## src/relay_chain_map.vh

```
`ifndef RELAY_CHAIN_MAP_VH
`define RELAY_CHAIN_MAP_VH
`define CHAIN_BYTES       2'h3
`define CHAIN_BITS        5'h18
`define STAGE_BITS        4'h8
`define INPUT_RELAYS      4'hA
`define POLE_BIT          5'h0A
`define DRIVE_IDLE        11'h7FF
`define REF_CLK_NS        100
`define SETTLE_NS         1000
`define SETTLE_CYCLES     4'hA
`endif

```

## src/driver_stage.v

```verilog
`timescale 1ns/10ps
`include "relay_chain_map.vh"
module driver_stage (
    input  wire       ref_clk,
    input  wire       rst,
    input  wire       shiftEn,
    input  wire       latchEn,
    input  wire       serialIn,
    output wire       cascadeOut,
    output reg  [7:0] latched
);
    reg [7:0] shiftReg;
    // bit 7 is the oldest bit, leaving on the cascade output
    assign cascadeOut = shiftReg[7];
    always @(posedge ref_clk or posedge rst) begin
        if (rst) begin
            shiftReg <= 8'h00;
            latched  <= 8'h00;
        end else begin
            if (shiftEn) begin
                shiftReg <= {shiftReg[6:0], serialIn};
            end
            if (latchEn) begin
                latched <= shiftReg;
            end
        end
    end
endmodule

```

## src/serial_relay_driver_chain.v

```verilog
// How it works
// - one update is three bytes shifted serially into the cascaded driver latches.
// - every data bit enters on a serial clock edge driven by host.
// - a full stage passes each further bit out its cascade to the next.
// - after three bytes, rising strobe edge copies shifted pattern onto latched outputs.
// - latched pattern reaches relays only while output enable is asserted.
// - driver outputs are active low; low energises the relay.
// - ten outputs drive input relays, one more drives pole configuration relay.
// - safeguard holds active-low output enable high through power-up and power-down.
`timescale 1ns/10ps
`include "relay_chain_map.vh"
module serial_relay_driver_chain (
    input  wire        ref_clk,
    input  wire        rst,
    input  wire        serialClk,
    input  wire        serialData,
    input  wire        strobe,
    input  wire        outputEnable_n,
    input  wire        powerGood,
    output reg  [9:0]  inputSwitchRelay_n,
    output reg         poleConfigRelay_n,
    output reg         cascadeOut,
    output reg         driversEnabled_n
);
    reg [1:0] clkSync;
    reg [1:0] dataSync;
    reg [1:0] strobeSync;
    reg [1:0] oeSync;
    reg [1:0] pgSync;
    reg       clkPrev;
    reg       strobePrev;
    reg [3:0] settleCount;
    wire      shiftEdge;
    wire      latchEdge;
    wire      safeOk;
    wire      link01;
    wire      link12;
    wire      chainOut;
    wire [7:0] latch0;
    wire [7:0] latch1;
    wire [7:0] latch2;
    wire [23:0] pattern;
    // data synchroniser is as deep as clock synchroniser: dataSync[1] sampled in same cycle as detected edge
    always @(posedge ref_clk or posedge rst) begin
        if (rst) begin
            clkSync    <= 2'h0;
            dataSync   <= 2'h0;
            strobeSync <= 2'h0;
            oeSync     <= 2'h3;
            pgSync     <= 2'h0;
            clkPrev    <= 1'b0;
            strobePrev <= 1'b0;
        end else begin
            clkSync    <= {clkSync[0], serialClk};
            dataSync   <= {dataSync[0], serialData};
            strobeSync <= {strobeSync[0], strobe};
            oeSync     <= {oeSync[0], outputEnable_n};
            pgSync     <= {pgSync[0], powerGood};
            clkPrev    <= clkSync[1];
            strobePrev <= strobeSync[1];
        end
    end
    assign shiftEdge = clkSync[1] & ~clkPrev;
    assign latchEdge = strobeSync[1] & ~strobePrev;
    // power safeguard circuit: enable only after power good held settle time
    always @(posedge ref_clk or posedge rst) begin
        if (rst) begin
            settleCount <= 4'h0;
        end else if (!pgSync[1]) begin
            settleCount <= 4'h0;
        end else if (settleCount != `SETTLE_CYCLES) begin
            settleCount <= settleCount + 4'h1;
        end
    end
    assign safeOk = pgSync[1] && (settleCount == `SETTLE_CYCLES);
    // stage 2 is first in chain, so first bit ends in stage 0 bit 7 at far end
    driver_stage stage2 (
        .ref_clk    (ref_clk),
        .rst        (rst),
        .shiftEn    (shiftEdge),
        .latchEn    (latchEdge),
        .serialIn   (dataSync[1]),
        .cascadeOut (link12),
        .latched    (latch2)
    );
    driver_stage stage1 (
        .ref_clk    (ref_clk),
        .rst        (rst),
        .shiftEn    (shiftEdge),
        .latchEn    (latchEdge),
        .serialIn   (link12),
        .cascadeOut (link01),
        .latched    (latch1)
    );
    driver_stage stage0 (
        .ref_clk    (ref_clk),
        .rst        (rst),
        .shiftEn    (shiftEdge),
        .latchEn    (latchEdge),
        .serialIn   (link01),
        .cascadeOut (chainOut),
        .latched    (latch0)
    );
    assign pattern = {latch0, latch1, latch2};
    // first bit shifted sits at pattern[23]; a set bit energises its relay
    always @(posedge ref_clk or posedge rst) begin
        if (rst) begin
            inputSwitchRelay_n <= 10'h3FF;
            poleConfigRelay_n  <= 1'b1;
            cascadeOut         <= 1'b0;
            driversEnabled_n   <= 1'b1;
        end else begin
            cascadeOut       <= chainOut;
            driversEnabled_n <= ~(safeOk & ~oeSync[1]);
            if (safeOk && !oeSync[1]) begin
                inputSwitchRelay_n <= ~pattern[9:0];
                poleConfigRelay_n  <= ~pattern[`POLE_BIT];
            end else begin
                inputSwitchRelay_n <= 10'h3FF;
                poleConfigRelay_n  <= 1'b1;
            end
        end
    end
endmodule

```

## config.mk

```make
export PLATFORM = sky130hd
export DESIGN_NAME = serial_relay_driver_chain
export DESIGN_NICKNAME = d
export VERILOG_FILES = /design/src/driver_stage.v /design/src/serial_relay_driver_chain.v
export VERILOG_INCLUDE_DIRS = /design/src
export SDC_FILE = /design/constraint.sdc
export NUM_CORES = 1
export LEC_CHECK = 0
export BUFFER_PORTS_ARGS = -buffer_cell sky130_fd_sc_hd__clkbuf_2
export CORE_MARGIN = 2
export CORE_UTILIZATION = 25
export DETAILED_ROUTE_END_ITERATION = 6
export GPL_TIMING_DRIVEN = 0
export SYNTH_ARGS = -nofsm -noshare
export SYNTH_HDL_FRONTEND = slang
export SYNTH_HIERARCHICAL = 1
export SYNTH_SLANG_ARGS = --single-unit
export TNS_END_PERCENT = 30
```

## constraint.sdc

```tcl
create_clock -name ref_clk -period 2.6 [get_ports ref_clk]
set_input_delay 0.13 -clock ref_clk [delete_from_list [all_inputs] [get_ports ref_clk]]
set_output_delay 0.13 -clock ref_clk [all_outputs]
set_load 0.03 [all_outputs]
```

==> insert_results.sql <==
INSERT INTO impl_metrics (metric_group, metric, value, unit) VALUES
('outcome', 'run_status', 'completed', ''),
('detailed_routing', 'detailroute.via_count', '1125', ''),
('clock_tree', 'clock_latency', '0.34', 'ns'),
('setup_path', 'worstSetupEndpointType', 'flop', ''),
('layout', 'post_layout_nonfiller_instances', '309', ''),
('layout', 'final_nets', '184', ''),
('timing', 'maxClockFrequency', '729', 'MHz'),
('clock_tree', 'cts-root-to-sink-buffers', '2', ''),
('layout', 'area_of_combinational_cells_with_multiple_inputs', '708', 'µm²'),
('setup_path', 'path_max_fanout', '10', ''),
('clock_tree', 'cts.htree.levels', '3', ''),
('hold_path', 'worstHoldPathType', 'in2async', ''),
('timing', 'timing.final.max_slew_violations', '0', ''),
('synth', 'synthesized_instance_count', '139', ''),
('floorplanning', 'die_width', '102', 'µm'),
('grt', 'grt_start_max_net_pins', '30', ''),
('layout', 'seq_area', '1620', 'µm²'),
('floorplanning', 'std_cell_rows', '35', ''),
('floorplanning', 'io_pins', '20', ''),
('floorplanning', 'core_area', '9330', 'µm²'),
('floorplanning', 'die_area', '10500', 'µm²'),
('synth', 'syn_area', '2420', 'µm²'),
('clock_tree', 'cts_repair_resize_count', '0', ''),
('setup_path', 'crit_path_start_kind', 'flop', ''),
('clock_tree', 'number_of_buffers_created_by_cts', '9', ''),
('placed_design', 'cell_area_placed', '2670', 'µm²'),
('setup_path', 'critical_path_arrival', '1.64', 'ns'),
('layout', 'final_cell_mix', '50 x sky130_fd_sc_hd__dfrtp_1, 35 x sky130_fd_sc_hd__mux2_4, 19 x sky130_fd_sc_hd__clkbuf_2', ''),
('power_and_ir_drop', 'power-per-cell-area', '863', 'nW/µm²'),
('floorplanning', 'floorplan.initialDensity', '25.9', '%'),
('grt', 'grt_util_all_layers', '7.91', '%'),
('detailed_routing', 'number_of_remaining_drc_errors', '0', ''),
('grt', 'grt_pass1_vias', '1170', ''),
('setup_path', 'cp_data_required_time', '2.87', 'ns'),
('power_and_ir_drop', 'leakage', '1.34', 'nW'),
('timing', 'max_slew_margin', '25.9', '%'),
('grt', 'grt_pass1_wl', '5.87', 'mm'),
('detailed_routing', 'initialDrtViolationCount', '47', ''),
('timing', 'tightestPinTransition', '1.11', 'ns'),
('power_and_ir_drop', 'clkPwrFrac', '32.9', '%'),
('floorplanning', 'floorplan.die.height', '102', 'µm'),
('clock_tree', 'cts_sinks', '64', ''),
('timing', 'finalSetupTns', '0', 'ns'),
('setup_path', 'worstSetupPathType', 'reg2reg', ''),
('layout', 'final_area', '2930', 'µm²'),
('clock_tree', 'cts_root_buf', 'sky130_fd_sc_hd__clkbuf_8', ''),
('timing', 'fin_skew', '0.00727', 'ns'),
('layout', 'layout_commonest_cell', 'sky130_fd_sc_hd__dfrtp_1', ''),
('layout', 'drive_above_1_share', '50.6', '%'),
('grt', 'grt_antenna_before_repair', '0', ''),
('power_and_ir_drop', 'power.internal', '1.94', 'mW'),
('setup_path', 'reg2reg_to', 'inputSwitchRelay_n[6]', ''),
('run', 'max_cap_viol_count', '0', ''),
('placed_design', 'hpwl', '2.21', 'mm'),
('power_and_ir_drop', 'power_switching', '0.585', 'mW'),
('layout', 'num_antenna_cells', '0', ''),
('timing', 'number_of_hold_violations_in_the_final_report', '0', ''),
('clock_tree', 'path_clk_slew', '0.07', 'ns'),
('detailed_routing', 'drt.antenna.violating_nets', '0', ''),
('clock_tree', 'cts_tree', 'yes', ''),
('layout', 'flow.area_growth_from_synthesis', '21.3', '%'),
('detailed_routing', 'drt_pre_antenna_iters', '3', ''),
('placed_design', 'place_congestion', '0.703', ''),
('synth', 'nets_in_the_synthesized_netlist', '148', ''),
('detailed_routing', 'routed_length_per_instance', '11.2', 'µm'),
('synth', 'synth.avg_cell_area', '17.4', 'µm²'),
('timing', 'timing.final.ws_setup', '1.23', 'ns'),
('setup_path', 'ff2ff_path_depth', '6', ''),
('detailed_routing', 'avgViaCountPerCell', '3.64', ''),
('placed_design', 'placedCellCount', '287', ''),
('setup_path', 'regToRegStartpoint', 'settleCount[0]', '');
-- critical path, cell delays in order (launching register included) --
cell and delay, ns:
sky130_fd_sc_hd__dfrtp_1 0.40, sky130_fd_sc_hd__inv_1 0.10, sky130_fd_sc_hd__ha_1 0.18, sky130_fd_sc_hd__nand2_2 0.08, sky130_fd_sc_hd__nor4b_4 0.28, sky130_fd_sc_hd__buf_6 0.19
sky130_fd_sc_hd__nand2_1 0.07
-- how the worst max path moves through the flow --
stage,depth (start not counted),to,slack (ns),from
3_5_place_dp,6,inputSwitchRelay_n[6],1.23,settleCount[0]
2_1_floorplan,6,inputSwitchRelay_n[0],1.36,settleCount[0]
5_1_grt,3,clkSync[0],0.97,rst
3_3_place_gp,6,inputSwitchRelay_n[3],1.22,settleCount[0]
4_1_cts,3,clkSync[0],1.15,rst
6_report,6,inputSwitchRelay_n[6],1.23,settleCount[0]
-- stage by stage --
stage,hold slack (ns),total power [mW]
final,0.322,2.53
after global routing,0.355,2.66
after CTS,0.325,2.57
after detailed placement,0.111,1.71
after global placement,0.114,1.70
after floorplan,-0.0543,1.64
-- power by group through the flow --
stage,Clock (mW),Sequential [mW],Combinational (mW)
2_1_floorplan,0,1.30,0.332
3_3_place_gp,0,1.35,0.357
3_5_place_dp,0,1.35,0.362
4_1_cts,0.863,1.33,0.372
5_1_grt,0.902,1.36,0.397
6_report,0.833,1.33,0.367
-- cell type report --
cell class	instances	share of cell area, %
Tap cell	129	5.51
Clock inverter	5	1.92
Timing Repair Buffer	25	5.29
Clock buffer	11	4.82
Inverter	6	0.768
Multi-Input combinational cell	63	24.2
Sequential cell	64	55.2
Buffer	6	2.30
-- sequential cells by signal (all words and copies together), names as in the netlist --
signal / count
cascadeOut: 1
clkPrev: 1
clkSync: 2
dataSync: 2
driversEnabled_n: 1
inputSwitchRelay_n: 10
oeSync: 2
pgSync: 2
poleConfigRelay_n: 1
settleCount: 4
stage0/shiftReg: 8
stage1/latched: 3
stage1/shiftReg: 8
stage2/latched: 8
stage2/shiftReg: 8
strobePrev: 1
strobeSync: 2
-- metal layers --
metal	global-route usage, %	vias up	share of wire, %
met1	10.3	565	49
met5	0	-	0
met4	6.15	0	3.6
li1	-	531	-
met2	10.0	18	43
met3	3.49	11	5.0
-- repair_timing --
item | CTS | global route
hold endpoints to repair | 40 | 0
hold buffers | 6 | 0
buffers inserted | 0 | 0
Note: power is estimated with default switching activity, not from simulation.
